`src/core_pkg.sv`:
```
package core_pkg;
  // Word and data widths
  localparam int INSTR_W = 13;
  localparam int DATA_W = 8;
  // Oscillator periods in one instruction cycle
  localparam int OSC_PER_CYCLE = 2;
  // Position of the jump/call cycle select in the configuration word
  localparam int CFG_CYCLE_BIT = 9;
  // Register designator of the program counter
  localparam logic [5:0] PC_REG_ADDR = 6'h02;
  // Fixed control encodings
  localparam logic [12:0] OP_IDLE = 13'h0000;
  localparam logic [12:0] OP_DECIMAL_ADJUST = 13'h0001;
  localparam logic [12:0] OP_HALT = 13'h0003;
  localparam logic [12:0] OP_WDT = 13'h0004;
  localparam logic [12:0] OP_UNMASK = 13'h0010;
  localparam logic [12:0] OP_MASK = 13'h0011;
  localparam logic [12:0] OP_RET = 13'h0012;
  localparam logic [12:0] OP_RETURN_IRQ = 13'h0013;
  localparam logic [12:0] OP_ACCUM_ZERO = 13'h0080;
  // Reset values
  localparam logic [7:0] ACCUM_RESET = 8'h00;
  localparam logic [2:0] CYCLE_CNT_RESET = 3'h0;

  // Operation classes that the decoder can produce
  typedef enum logic [4:0] {
    idle_op, decimal_adjust_op, halt_oscillator_op, watchdog_clear_op,
    ctrl_reg_write_op, ctrl_reg_read_op, interrupt_unmask_op,
    interrupt_mask_op, return_op, return_from_irq_op, store_accum_op,
    accum_zero_op, reg_zero_op, subtract_op, decrement_to_accum_op,
    or_op, and_op, xor_op, bit_clear_op, bit_set_op, bit_low_skip_op,
    bit_high_skip_op, call_op, jump_op, return_literal_op
  } op_kind_t;

  // Core sequencing states
  typedef enum logic [2:0] {
    st_boot, st_fetch, st_exec, st_extra_a, st_extra_b
  } core_state_t;

  // One decoded instruction
  typedef struct packed {
    op_kind_t kind;
    logic to_reg;
    logic [5:0] reg_sel;
    logic [2:0] bit_sel;
    logic [9:0] literal;
  } decoded_t;

  // Status flags kept by the core
  typedef struct packed {
    logic zero;
    logic carry;
    logic digit_carry;
    logic timeout;
    logic power_down;
  } status_t;

  localparam status_t STATUS_RESET = status_t'(5'h00);
endpackage : core_pkg

```
`src/cpu_instruction_decode_core.sv`:
```
`timescale 1ns/1ns
`default_nettype none
// Overview of operation
// - Instruction words are thirteen bits wide.
// - One cycle is two oscillator periods.
// - Program counter writes take two cycles.
// - Branches, returns, taken skips may take two.
// - Config bit nine picks jump/call length.
// - Configuration word unreachable by running code.
// - Any register bit set, cleared, tested.
// - Control registers use ordinary register operands.
// - Fields: register, bit position, literal.
// - Idle does nothing; decimal adjust sets carry.
// - Halt and watchdog clear update timeout flags.
// - Unmask and mask interrupts, flags untouched.
// - Returns pop stack; irq return unmasks.
// - Accumulator to/from control register.
// - Store accumulator to register, flags untouched.
// - Clear accumulator or register, zero flag only.
// - Subtract register minus accumulator, three flags.
// - Decrement register into accumulator or register.
// - OR, AND, XOR with destination bit.
module cpu_instruction_decode_core (
  input wire logic clock,
  input wire logic rst,
  input wire logic [12:0] config_word,
  input wire logic [12:0] instr_word,
  input wire logic [7:0] reg_rdata,
  input wire logic [7:0] ctrl_rdata,
  output logic instr_fetch,
  output logic [5:0] reg_addr,
  output logic [7:0] reg_wdata,
  output logic reg_we,
  output logic [3:0] ctrl_addr,
  output logic [7:0] ctrl_wdata,
  output logic ctrl_we,
  output logic [7:0] accum,
  output core_pkg::status_t status,
  output logic irq_enable,
  output logic wdt_clear,
  output logic osc_stop,
  output logic stack_pop,
  output logic call_push,
  output logic jump_take,
  output logic [9:0] jump_target,
  output logic skip_next,
  output logic cycle_long
);
  core_pkg::core_state_t state_reg; // Sequencer state
  core_pkg::core_state_t state_next;
  core_pkg::decoded_t dec_now; // Decode of the word on the bus
  core_pkg::decoded_t dec_reg; // Instruction under execution
  logic cfg_two_reg; // Captured jump/call cycle select
  logic [7:0] alu_res;
  logic alu_c;
  logic alu_dc;
  logic exec; // Second half of the first cycle
  logic to_r; // Result goes to the register file
  logic to_a; // Result goes to the accumulator
  logic zero_upd; // Zero flag is refreshed
  logic pc_write; // Result lands in the program counter
  logic branch_kind; // Jump, call or any return
  logic skip_taken;
  logic long_now; // Instruction needs a second cycle

  op_decoder i_op_decoder (
    .word(instr_word),
    .dec(dec_now)
  );

  core_alu i_core_alu (
    .kind(dec_reg.kind),
    .a(accum),
    .r(reg_rdata),
    .bit_sel(dec_reg.bit_sel),
    .carry_in(status.carry),
    .dc_in(status.digit_carry),
    .res(alu_res),
    .carry(alu_c),
    .dc(alu_dc)
  );

  // Register-operand classes that may steer the result to the register
  function automatic logic dual_dest(input core_pkg::op_kind_t k);
    dual_dest = (k == core_pkg::subtract_op) || (k == core_pkg::or_op) ||
                (k == core_pkg::decrement_to_accum_op) ||
                (k == core_pkg::and_op) || (k == core_pkg::xor_op);
  endfunction : dual_dest

  // Classes that always write the register file
  function automatic logic reg_only(input core_pkg::op_kind_t k);
    reg_only = (k == core_pkg::store_accum_op) ||
               (k == core_pkg::reg_zero_op) ||
               (k == core_pkg::bit_clear_op) || (k == core_pkg::bit_set_op);
  endfunction : reg_only

  // Destination and timing terms for the instruction in hand
  always_comb
  begin
    exec = (state_reg == core_pkg::st_exec);
    // bit six picks register over accumulator
    to_r = reg_only(dec_reg.kind) || (dual_dest(dec_reg.kind) && dec_reg.to_reg);
    to_a = (dual_dest(dec_reg.kind) && !dec_reg.to_reg) ||
           (dec_reg.kind == core_pkg::accum_zero_op) ||
           (dec_reg.kind == core_pkg::decimal_adjust_op) ||
           (dec_reg.kind == core_pkg::ctrl_reg_read_op) ||
           (dec_reg.kind == core_pkg::return_literal_op);
    zero_upd = dual_dest(dec_reg.kind) ||
               (dec_reg.kind == core_pkg::accum_zero_op) ||
               (dec_reg.kind == core_pkg::reg_zero_op);
    // any write to the program counter register
    pc_write = to_r && (dec_reg.reg_sel == core_pkg::PC_REG_ADDR);
    branch_kind = (dec_reg.kind == core_pkg::jump_op) ||
                  (dec_reg.kind == core_pkg::call_op) ||
                  (dec_reg.kind == core_pkg::return_op) ||
                  (dec_reg.kind == core_pkg::return_from_irq_op) ||
                  (dec_reg.kind == core_pkg::return_literal_op);
    // test one bit of the read register
    skip_taken = ((dec_reg.kind == core_pkg::bit_low_skip_op) &&
                  !reg_rdata[dec_reg.bit_sel]) ||
                 ((dec_reg.kind == core_pkg::bit_high_skip_op) &&
                  reg_rdata[dec_reg.bit_sel]);
    // the select stretches branches and taken skips alike
    long_now = pc_write || (cfg_two_reg && (branch_kind || skip_taken));
  end

  // Sequencer: boot, then fetch/exec pairs, plus a spare cycle when long
  always_comb
  begin
    state_next = state_reg;
    unique case (state_reg)
      core_pkg::st_boot: state_next = core_pkg::st_fetch;
      core_pkg::st_fetch: state_next = core_pkg::st_exec;
      // two clock edges per instruction cycle
      core_pkg::st_exec:
        state_next = long_now ? core_pkg::st_extra_a : core_pkg::st_fetch;
      core_pkg::st_extra_a: state_next = core_pkg::st_extra_b;
      core_pkg::st_extra_b: state_next = core_pkg::st_fetch;
    endcase
  end

  // State register
  always_ff @(posedge clock or posedge rst)
  begin
    if (rst)
      state_reg <= core_pkg::st_boot;
    else
      state_reg <= state_next;
  end

  // configuration is caught once after reset; no path writes it
  // bit nine chooses one or two cycles for jump and call
  always_ff @(posedge clock or posedge rst)
  begin
    if (rst)
      cfg_two_reg <= 1'b0;
    else if (state_reg == core_pkg::st_boot)
      cfg_two_reg <= config_word[core_pkg::CFG_CYCLE_BIT];
  end

  // Latch instruction and present operand addresses during fetch
  always_ff @(posedge clock or posedge rst)
  begin
    if (rst)
    begin
      instr_fetch <= 1'b0;
      dec_reg <= core_pkg::decoded_t'(0);
      reg_addr <= 6'h00;
      ctrl_addr <= 4'h0;
    end
    else
    begin
      // High for the whole fetch half-cycle
      instr_fetch <= (state_next == core_pkg::st_fetch);
      if (state_reg == core_pkg::st_fetch)
      begin
        dec_reg <= dec_now;
        // control and general registers share operand decode
        // six-bit designator and four-bit control field
        reg_addr <= dec_now.reg_sel;
        ctrl_addr <= dec_now.reg_sel[3:0];
      end
    end
  end

  // Accumulator updates
  always_ff @(posedge clock or posedge rst)
  begin
    if (rst)
      accum <= core_pkg::ACCUM_RESET;
    else if (exec && to_a)
    begin
      if (dec_reg.kind == core_pkg::ctrl_reg_read_op)
        accum <= ctrl_rdata;
      else if (dec_reg.kind == core_pkg::return_literal_op)
        accum <= dec_reg.literal[7:0];
      else
        accum <= alu_res;
    end
  end

  // Register-file and control-register writes, one pulse each
  always_ff @(posedge clock or posedge rst)
  begin
    if (rst)
    begin
      reg_we <= 1'b0;
      reg_wdata <= 8'h00;
      ctrl_we <= 1'b0;
      ctrl_wdata <= 8'h00;
    end
    else
    begin
      // accumulator or ALU result into the register
      reg_we <= exec && to_r;
      if (exec && to_r)
        reg_wdata <= alu_res;
      ctrl_we <= exec && (dec_reg.kind == core_pkg::ctrl_reg_write_op);
      if (exec && (dec_reg.kind == core_pkg::ctrl_reg_write_op))
        ctrl_wdata <= accum;
    end
  end

  // Status flags; untouched unless the class names them
  always_ff @(posedge clock or posedge rst)
  begin
    if (rst)
      status <= core_pkg::STATUS_RESET;
    else if (exec)
    begin
      // zero mirrors the eight-bit result written
      if (zero_upd)
        status.zero <= (alu_res == 8'h00);
      if (dec_reg.kind == core_pkg::decimal_adjust_op)
        status.carry <= alu_c;
      // carry and digit carry on subtract
      if (dec_reg.kind == core_pkg::subtract_op)
      begin
        status.carry <= alu_c;
        status.digit_carry <= alu_dc;
      end
      // both set timeout; power-down tells them apart
      if (dec_reg.kind == core_pkg::halt_oscillator_op)
      begin
        status.timeout <= 1'b1;
        status.power_down <= 1'b0;
      end
      if (dec_reg.kind == core_pkg::watchdog_clear_op)
      begin
        status.timeout <= 1'b1;
        status.power_down <= 1'b1;
      end
    end
  end

  // Interrupt enable level
  always_ff @(posedge clock or posedge rst)
  begin
    if (rst)
      irq_enable <= 1'b0;
    // return from interrupt unmasks as well
    else if (exec && (dec_reg.kind == core_pkg::interrupt_unmask_op ||
                      dec_reg.kind == core_pkg::return_from_irq_op))
      irq_enable <= 1'b1;
    else if (exec && dec_reg.kind == core_pkg::interrupt_mask_op)
      irq_enable <= 1'b0;
  end

  // One-cycle control pulses to the watchdog, clock and sequencer
  always_ff @(posedge clock or posedge rst)
  begin
    if (rst)
    begin
      wdt_clear <= 1'b0;
      osc_stop <= 1'b0;
      stack_pop <= 1'b0;
      call_push <= 1'b0;
      jump_take <= 1'b0;
      jump_target <= 10'h000;
      skip_next <= 1'b0;
      cycle_long <= 1'b0;
    end
    else
    begin
      // halt clears the watchdog and stops the oscillator
      wdt_clear <= exec && (dec_reg.kind == core_pkg::halt_oscillator_op ||
                            dec_reg.kind == core_pkg::watchdog_clear_op);
      osc_stop <= exec && (dec_reg.kind == core_pkg::halt_oscillator_op);
      // every return reloads from the top of stack
      stack_pop <= exec && (dec_reg.kind == core_pkg::return_op ||
                            dec_reg.kind == core_pkg::return_from_irq_op ||
                            dec_reg.kind == core_pkg::return_literal_op);
      call_push <= exec && (dec_reg.kind == core_pkg::call_op);
      jump_take <= exec && (dec_reg.kind == core_pkg::call_op ||
                            dec_reg.kind == core_pkg::jump_op);
      if (exec)
        jump_target <= dec_reg.literal;
      skip_next <= exec && skip_taken;
      cycle_long <= exec && long_now;
    end
  end

  // short instruction refetches after two periods
  property p_short_cycle;
    @(posedge clock) disable iff (rst)
    (exec && !long_now) |=> instr_fetch ##1 !instr_fetch;
  endproperty
  a_short_cycle: assert property (p_short_cycle)
    else $error("short instruction did not refetch after two periods");

  // program counter write holds fetch off a full cycle
  property p_pc_write_long;
    @(posedge clock) disable iff (rst)
    (exec && pc_write) |=> cycle_long ##0 (!instr_fetch)[*2] ##1 instr_fetch;
  endproperty
  a_pc_write_long: assert property (p_pc_write_long)
    else $error("program counter write not two cycles");

  // single-cycle jump when the select is clear
  property p_jump_short;
    @(posedge clock) disable iff (rst)
    (exec && dec_reg.kind == core_pkg::jump_op && !cfg_two_reg)
      |=> jump_take && instr_fetch;
  endproperty
  a_jump_short: assert property (p_jump_short)
    else $error("jump stretched although select is clear");

  // captured configuration never moves after boot
  property p_cfg_fixed;
    @(posedge clock) disable iff (rst)
    (state_reg != core_pkg::st_boot) |=> $stable(cfg_two_reg);
  endproperty
  a_cfg_fixed: assert property (p_cfg_fixed)
    else $error("configuration changed during execution");

  // halt pulses, then timeout set and power-down clear
  property p_halt;
    @(posedge clock) disable iff (rst)
    (exec && dec_reg.kind == core_pkg::halt_oscillator_op)
      |=> osc_stop && wdt_clear && status.timeout && !status.power_down;
  endproperty
  a_halt: assert property (p_halt)
    else $error("halt did not stop oscillator or set flags");

  // unmask raises enable and leaves flags alone
  property p_unmask;
    @(posedge clock) disable iff (rst)
    (exec && dec_reg.kind == core_pkg::interrupt_unmask_op)
      |=> irq_enable && $stable(status);
  endproperty
  a_unmask: assert property (p_unmask)
    else $error("unmask failed or disturbed flags");

  // stored value is the accumulator, flags unchanged
  property p_store;
    @(posedge clock) disable iff (rst)
    (exec && dec_reg.kind == core_pkg::store_accum_op)
      |=> reg_we && (reg_wdata == $past(accum)) && $stable(status);
  endproperty
  a_store: assert property (p_store)
    else $error("accumulator store wrong");

  // clear accumulator gives zero and sets the zero flag
  property p_clear_accum;
    @(posedge clock) disable iff (rst)
    (exec && dec_reg.kind == core_pkg::accum_zero_op)
      |=> (accum == 8'h00) && status.zero && !reg_we;
  endproperty
  a_clear_accum: assert property (p_clear_accum)
    else $error("accumulator clear wrong");

  // zero flag tracks the written result
  property p_zero_flag;
    @(posedge clock) disable iff (rst)
    (exec && zero_upd) |=> status.zero == ($past(alu_res) == 8'h00);
  endproperty
  a_zero_flag: assert property (p_zero_flag)
    else $error("zero flag does not match result");

  // idle leaves state alone and refetches in one cycle
  property p_idle;
    @(posedge clock) disable iff (rst)
    (exec && dec_reg.kind == core_pkg::idle_op)
      |=> $stable(accum) && $stable(status) && !reg_we && instr_fetch;
  endproperty
  a_idle: assert property (p_idle)
    else $error("idle changed state");
endmodule : cpu_instruction_decode_core
`default_nettype wire

```
`src/op_decoder.sv`:
```
`timescale 1ns/1ns
`default_nettype none
module op_decoder (
  input wire logic [12:0] word,
  output core_pkg::decoded_t dec
);
  // Field split plus class lookup; unknown codes fall back to idle
  always_comb
  begin
    dec.reg_sel = word[5:0];
    dec.bit_sel = word[8:6];
    dec.literal = word[9:0];
    dec.to_reg = word[6];
    dec.kind = core_pkg::idle_op;
    if (word[12])
    begin
      // Literal group: ten-bit targets and eight-bit constants
      if (word[11:10] == 2'b00)
        dec.kind = core_pkg::call_op;
      else if (word[11:10] == 2'b01)
        dec.kind = core_pkg::jump_op;
      else if (word[11:8] == 4'hc)
        dec.kind = core_pkg::return_literal_op;
    end
    else if (word[11])
    begin
      // Bit group: three-bit position above six-bit register
      case (word[10:9])
        2'b00: dec.kind = core_pkg::bit_clear_op;
        2'b01: dec.kind = core_pkg::bit_set_op;
        2'b10: dec.kind = core_pkg::bit_low_skip_op;
        default: dec.kind = core_pkg::bit_high_skip_op;
      endcase
    end
    else
    begin
      case (word[10:6])
        5'h00:
        begin
          // Exact codes win over the control-register field form
          if (word == core_pkg::OP_IDLE)
            dec.kind = core_pkg::idle_op;
          else if (word == core_pkg::OP_DECIMAL_ADJUST)
            dec.kind = core_pkg::decimal_adjust_op;
          else if (word == core_pkg::OP_HALT)
            dec.kind = core_pkg::halt_oscillator_op;
          else if (word == core_pkg::OP_WDT)
            dec.kind = core_pkg::watchdog_clear_op;
          else if (word[5:4] == 2'b00)
            dec.kind = core_pkg::ctrl_reg_write_op;
          else if (word == core_pkg::OP_UNMASK)
            dec.kind = core_pkg::interrupt_unmask_op;
          else if (word == core_pkg::OP_MASK)
            dec.kind = core_pkg::interrupt_mask_op;
          else if (word == core_pkg::OP_RET)
            dec.kind = core_pkg::return_op;
          else if (word == core_pkg::OP_RETURN_IRQ)
            dec.kind = core_pkg::return_from_irq_op;
          else if (word[5:4] == 2'b01)
            dec.kind = core_pkg::ctrl_reg_read_op;
        end
        5'h01: dec.kind = core_pkg::store_accum_op;
        5'h02: if (word == core_pkg::OP_ACCUM_ZERO) dec.kind = core_pkg::accum_zero_op;
        5'h03: dec.kind = core_pkg::reg_zero_op;
        5'h04, 5'h05: dec.kind = core_pkg::subtract_op;
        5'h06, 5'h07: dec.kind = core_pkg::decrement_to_accum_op;
        5'h08, 5'h09: dec.kind = core_pkg::or_op;
        5'h0a, 5'h0b: dec.kind = core_pkg::and_op;
        5'h0c, 5'h0d: dec.kind = core_pkg::xor_op;
        default: dec.kind = core_pkg::idle_op;
      endcase
    end
  end
endmodule : op_decoder
`default_nettype wire

```
`src/core_alu.sv`:
```
`timescale 1ns/1ns
`default_nettype none
module core_alu (
  input wire core_pkg::op_kind_t kind,
  input wire logic [7:0] a,
  input wire logic [7:0] r,
  input wire logic [2:0] bit_sel,
  input wire logic carry_in,
  input wire logic dc_in,
  output logic [7:0] res,
  output logic carry,
  output logic dc
);
  // Result and carry terms for one operation
  always_comb
  begin
    logic [8:0] diff;
    logic [4:0] low;
    logic [8:0] adj;
    diff = {1'b0, r} - {1'b0, a};
    low = {1'b0, r[3:0]} - {1'b0, a[3:0]};
    adj = {1'b0, a};
    res = r;
    carry = carry_in;
    dc = dc_in;
    case (kind)
      core_pkg::subtract_op:
      begin
        // Carry means no borrow
        res = diff[7:0];
        carry = ~diff[8];
        dc = ~low[4];
      end
      core_pkg::decrement_to_accum_op: res = r - 8'h01;
      core_pkg::or_op: res = a | r;
      core_pkg::and_op: res = a & r;
      core_pkg::xor_op: res = a ^ r;
      core_pkg::accum_zero_op, core_pkg::reg_zero_op: res = 8'h00;
      core_pkg::store_accum_op: res = a;
      core_pkg::bit_clear_op: res = r & ~(8'h01 << bit_sel);
      core_pkg::bit_set_op: res = r | (8'h01 << bit_sel);
      core_pkg::decimal_adjust_op:
      begin
        // Low digit first, then high digit; only carry is updated
        if (a[3:0] > 4'h9 || dc_in)
          adj = adj + 9'h006;
        if (adj[7:4] > 4'h9 || adj[8] || carry_in)
        begin
          adj = adj + 9'h060;
          carry = 1'b1;
        end
        res = adj[7:0];
      end
      default: res = r;
    endcase
  end
endmodule : core_alu
`default_nettype wire

```
`config.mk`:
```
export PLATFORM = sky130hd
export DESIGN_NAME = cpu_instruction_decode_core
export DESIGN_NICKNAME = d
export VERILOG_FILES = /design/src/core_pkg.sv /design/src/cpu_instruction_decode_core.sv /design/src/op_decoder.sv /design/src/core_alu.sv
export SDC_FILE = /design/constraint.sdc
export NUM_CORES = 1
export LEC_CHECK = 0
export BUFFER_PORTS_ARGS = -buffer_cell sky130_fd_sc_hd__buf_4
export CAP_MARGIN = 0
export CORE_MARGIN = 3
export CORE_UTILIZATION = 48
export CTS_BUF_LIST = sky130_fd_sc_hd__clkbuf_8
export DETAILED_ROUTE_END_ITERATION = 8
export HOLD_SLACK_MARGIN = 0.12
export MAX_ROUTING_LAYER = met4
export PLACE_DENSITY = 0.75
export SYNTH_ARGS = -nofsm -noshare
export SYNTH_HDL_FRONTEND = slang
export SYNTH_SLANG_ARGS = --single-unit
```
`constraint.sdc`:
```
create_clock -name clock -period 4.55 [get_ports clock]
set_input_delay 1.1375 -clock clock [delete_from_list [all_inputs] [get_ports clock]]
set_output_delay 1.1375 -clock clock [all_outputs]
set_load 0.01 [all_outputs]
```
==> After elaboration in Yosys (flattened, before gate mapping) <==
Index checks and enable logic that the tools add are counted.
{ "op_classes": {"n_addsub": 5, "order_cmp": 3, "n_eq_ne": 56, "shifts": 1, "n_mux": 36, "bitwise_logic": 8, "n_reduce_logical": 69} }
{ "ops": {"columns": ["cell", "n"], "rows": [
  ["one-hot mux 8 bit (10 select lines)", 1],
  ["equality test 5 x 4 -> 1 bit (second input constant)", 14],
  ["2-to-1 mux 5 bit", 14],
  ["equality test 13 x 5 -> 1 bit (second input constant)", 4],
  ["equality test 5 bit (second input constant)", 9],
  ["one-hot mux 5 bit (9 select lines)", 1],
  ["equality test 5 x 3 -> 1 bit (second input constant)", 8],
  ["logical OR 1 bit", 28],
  ["2-to-1 mux 8 bit", 3],
  ["equality test 5 x 2 -> 1 bit (second input constant)", 4],
  ["logical AND 1 bit", 18],
  ["2-to-1 mux 9 bit", 2],
  ["bitwise AND 8 bit", 2],
  ["OR 8 bit", 2],
  ["OR reduction 2 bit", 7],
  ["equality test 13 x 1 -> 1 bit (second input constant)", 1],
  ["equality test 13 x 2 -> 1 bit (second input constant)", 1],
  ["equality test 13 x 3 -> 1 bit (second input constant)", 1],
  ["equality test 13 x 8 -> 1 bit (second input constant)", 1],
  ["logical NOT 13 bit", 1],
  ["one-hot mux 3 bit (4 select lines)", 1],
  ["equality test 5 x 1 -> 1 bit (second input constant)", 2],
  ["adder 8 x 3 -> 9 bit (second input constant)", 1],
  ["one-hot mux 3 bit (3 select lines)", 1],
  ["other kinds (29)", 51]
]} }
{ "word_totals": {"regBits": 83, "inputBits": 44} }

==> Longest topological paths before layout <==
{ "logic_depth": {"depth_word": 14, "ltp_mapped": 13, "mapped_depth_nobuf": 12} }

==> Cells and area by module <==
Synthesis repeated with hierarchy kept, for this count alone.
{ "unflattened": {"cells_unflattened": 639, "area_unflattened_um2": 5788.1} }
{ "by_module_without_submodules": {"columns": ["mod", "instances", "cells_each", "area_per_inst_um2", "seq_area_each_um2"], "rows": [
  ["cpu_instruction_decode_core", 1, 297, 3515.9, 1976.9],
  ["core_alu", 1, 260, 1699.1, 0.0],
  ["op_decoder", 1, 82, 573.0, 0.0]
]} }

==> Worst setup path after synthesis <==
OpenSTA, ideal clock, no wires.
{ "synth_timing": {"path_kind": "input to register", "start": "in reg_rdata[0]", "end": "reg accum[6]", "setup_ns": 0.126, "arrival_ns": 3.632, "t_required_ns": 4.424, "slack_ns": 0.792, "cell_stages": 12, "path_cell_list": "inv_1 ha_1 inv_1 fa_1 a21o_1 a21oi_1 o21ai_0 xor2_1 a2111oi_0 o21ai_0 mux2_2 a221o_1"} }
{ "synth_via": {"elab_chain_cells": 4, "word_cells_on_any_way": 5} }
{ "synth_rtl": {"columns": ["item", "line", "text"], "rows": [
  ["start, declared", "cpu_instruction_decode_core.sv:28", "input wire logic [7:0] reg_rdata,"],
  ["subtractor 8 x 1 -> 8 bit or subtractor 8 x 8 -> 9 bit (tied branches)", "core_alu.sv:34, core_alu.sv:20", null],
  ["one-hot mux 8 bit (10 select lines) *", "core_alu.sv:26", "case (kind)"],
  ["2-to-1 mux 8 bit *", "cpu_instruction_decode_core.sv:195", "else if (dec_reg.kind == core_pkg::return_literal_op)"],
  ["2-to-1 mux 8 bit *", "cpu_instruction_decode_core.sv:193", "if (dec_reg.kind == core_pkg::ctrl_reg_read_op)"],
  ["end signal, assigned", "cpu_instruction_decode_core.sv:194", "accum <= ctrl_rdata;"],
  ["end signal, assigned", "cpu_instruction_decode_core.sv:196", "accum <= dec_reg.literal[7:0];"],
  ["end signal, assigned", "cpu_instruction_decode_core.sv:198", "accum <= alu_res;"],
  ["end, declared", "cpu_instruction_decode_core.sv:37", "output logic [7:0] accum,"]
]} }
Every way passes the cells marked *; elsewhere a longest branch is shown, timed or not.
A chain may end at the register's enable or synchronous reset.

==> Final worst setup path <==
Same ends and word-level chain as after synthesis.

==> flow_summary.ini <==
[run_status]
status = finished clean

[final_layout]
layout-drive-gt1-share = 0.239
diodes = 0
area_delta_synth_final_pct = 16.5
stdcell_count = 777
largest_register_ffs = 12
finish.net_count = 695

[synth]
async_flop_share = 1.00
synth_cells = 586
synth_enable_flop_cells = 0
avgSynthCellArea_um2 = 8.35
synthSimpleGateAreaFrac = 0.235
ys_types = 72
netlist_area_um2 = 4890
synth-warning-count = 0
synth_fa_ha_area_frac = 0.0322
seq_area_frac_synth = 0.353
synth-main-ff-cell = dfrtp_1
synth_nets = 642
synth_top_family_by_area = simple AND/OR/NAND/NOR gates
synth_mux_area_frac = 0.0800
synth_xor_xnor_area_share = 0.0268
synth-seq-cells = 69
synth_compound_area_frac = 0.206

[sta]
setup_tns_ns = 0
skew_ns = 0.0158
period_minus_slack_ns = 3.98
tightest_slew_ns = 0.917
setup_viol = 0
final_max_slew_viol_count = 0
hold_viol = 0
rsz0062_at_grt = no
fmax_mhz = 251
slew_headroom = 0.388
fin_crit_sh = 0.874

[power_and_ir_drop]
power_density_nw_per_um2 = 705
pwr-share-seq = 0.334
power.share.combinational = 0.552
total_power_mw = 4.02
clockPowerShare = 0.114
cell_internal_pwr_mw = 2.06
swShare = 0.487
leakage_nw = 2.53
power.switching_mw = 1.96
max-vdd-ir-drop_mv = 0.415

[worst_hold_path]
holdCritPathClass = register to register

[worst_setup_path]
startpoint_type = primary input
slowest_stage = fa_1
cp-end-kind = register
worstPathRequired_ns = 4.79
worstPathMaxFanout = 5
crit_chain = buf_4 -> inv_1 -> ha_1 -> inv_1 -> fa_1 -> a21o_1 -> a21oi_1 -> o21ai_0 -> xor2_1 -> a2111oi_0 -> o21ai_0 -> mux2_2 -> a221o_1
arrival_ns = 4.22
critPathKind = primary input to register
critPathMaxStageDelay_ns = 0.41

[global_routing]
grt_pass1_wl_um = 24200
grt.overflow.total = 0
grt_usage = 0.278
grt_pass1_vias = 4541
antenna_found_initial = 0
grt_max_degree = 45

[drt]
drc = 0
routed_wl_um = 15400
post_drt_wl_per_cell_um = 19.9
drt-initial-drc-count = 457
viasPerCell = 6.17
drtPass1Iterations = 7
drtAntennaViolNets = 0
num_vias = 4793

[clock_network]
clock-sinks = 69
post-cts-setup-buffers = 0
h-tree-depth = 3
cts-resized-gates = 0
cts_max_path_buffers = 2
root_buffer = clkbuf_8
clk_pin_slew_worst_paths_ns = 0.08
clock_latency_ns = 0.35
numCtsBuffers = 9
hold_buffers = 0
cts_tree = done

[floorplanning]
rows = 36
coreArea_um2 = 9860
initial_utilization = 0.496
die_h_um = 107
dieWidth_um = 107
die-area_um2 = 11400
io_pins = 104

[job]
max_cap_viol_count = 0

[placed_design]
placedCellCount = 761
dp_hpwl_um = 11500
place.port_buffers = 91
gp_congestion = 0.976
==> layer usage <==
layer,global-route usage,vias up,wire [um]
li1,-,2216,-
met1,0.368,2307,6720
met2,0.432,231,7210
met3,0.0476,39,1030
met4,0.101,0,470
met5,-,-,0
==> logic make-up (layout without fill, tap and decap cells) <==
group                    after synthesis  count (layout)
XOR/XNOR                              15              15
multiplexers                          34              34
AO/OA/AOI/OAI                        148             148
flip-flops                            69              69
AND/OR/NAND/NOR                      235             235
adder cells (fa/ha/maj)               12              12
buffers and inverters                 73             131
==> layout by cell type (no fill, tap or decap), types with 3 or more instances in the layout <==
cell type	instances
a21oi_1	27
nor3_1	19
or3b_2	3
ha_1	11
dfrtp_1	69
nand4b_1	3
nand2_1	82
nor2_1	49
a31oi_1	8
nor2b_1	13
or2_2	4
clkbuf_8	9
nor3b_1	4
buf_4	96
nor4_1	10
a22oi_1	3
a211oi_1	8
xor2_1	7
o21a_1	3
nand2b_1	10
a21o_1	5
mux2_2	21
o221ai_1	5
o21ai_0	40
or3_1	3
clkinvlp_4	3
o2111ai_1	4
a221oi_1	4
a311oi_1	5
o22ai_1	4
nand3_1	16
inv_1	18
xnor2_1	8
a221o_1	3
nand4_1	4
mux2i_1	11
==> critical path, delay by kind of cell <==
| family | cells | cell delay (ns) |
|---|---|---|
| AO/OA/AOI/OAI | 6 | 1.70 |
| adder cells (fa/ha/maj) | 2 | 0.59 |
| multiplexers | 1 | 0.33 |
| buffers and inverters | 3 | 0.29 |
| XOR/XNOR | 1 | 0.17 |
==> worst paths after layout <==
kind,start,endpoint,slack [ns],cells past startpoint
max reg2reg,accum[0]$_DFFE_PP0P_,accum[6]$_DFFE_PP0P_,1.01,11
min in group asynchronous,rst,state_reg[2]$_DFF_PP0_,0.98,2
max,reg_rdata[0],accum[6]$_DFFE_PP0P_,0.57,13
min reg2reg,status[1]$_DFFE_PP0P_,status[1]$_DFFE_PP0P_,0.47,1
min,status[1]$_DFFE_PP0P_,status[1]$_DFFE_PP0P_,0.47,1
max in group asynchronous,rst,dec_reg[24]$_DFFE_PP0N_,2.69,3
==> synthesized netlist by cell type (3+ instances only) <==
library cell	n	area share
mux2i_1	11	0.023
ha_1	11	0.028
o2111ai_1	4	0.0072
a311oi_1	5	0.0089
buf_4	12	0.018
nand2_1	82	0.063
or2_2	4	0.0051
a22oi_1	3	0.0046
buf_2	8	0.0082
nand3_1	16	0.016
a221oi_1	4	0.0072
xor2_1	7	0.013
nor4_1	10	0.013
nand4_1	4	0.0051
dfrtp_1	69	0.35
nor3_1	19	0.019
nor2b_1	13	0.017
nor2_1	49	0.038
nor3b_1	5	0.0077
a31oi_1	8	0.010
or3_1	3	0.0038
o21ai_0	40	0.041
nand4b_1	3	0.0054
buf_1	3	0.0023
o21a_1	3	0.0046
clkbuf_1	31	0.024
nand2b_1	10	0.013
a21o_1	5	0.0077
xnor2_1	8	0.014
a211oi_1	8	0.012
a221o_1	3	0.0061
inv_1	19	0.015
or3b_2	3	0.0054
o221ai_1	5	0.0089
a21oi_1	27	0.028
mux2_2	21	0.048
o22ai_1	4	0.0051
==> layout make-up <==
class / instances / area [um^2]
multi-input combinational: 444 / 2840
timing repair buffer: 96 / 721
sequential: 69 / 1730
clock inverter: 7 / 50.0
inverter: 19 / 71.3
tap: 133 / 166
clock buffer: 9 / 124
fill: 899 / 4160
==> metrics by stage <==
stage          hold WS, ns  instance area (um^2)   util  worst slack, ns
2_1_floorplan        0.435                  4890      -            0.792
3_3_place_gp         0.452                  5530  0.560            0.335
3_5_place_dp         0.457                  5530  0.560            0.261
4_1_cts              0.478                  5700  0.578            0.645
5_1_grt              0.506                  5700  0.578            0.236
6_report             0.474                  5700  0.578            0.573
==> power by group through the flow <==
stage               Sequential, mW  Clock (mW)  Combinational, mW
detailed placement            1.34           0               2.19
global route                  1.39       0.492               2.42
global placement              1.33           0               2.16
floorplan                     1.12           0               1.63
finish                        1.35       0.457               2.22
CTS                           1.33       0.469               2.20
Power figures use the tool's default switching activity.
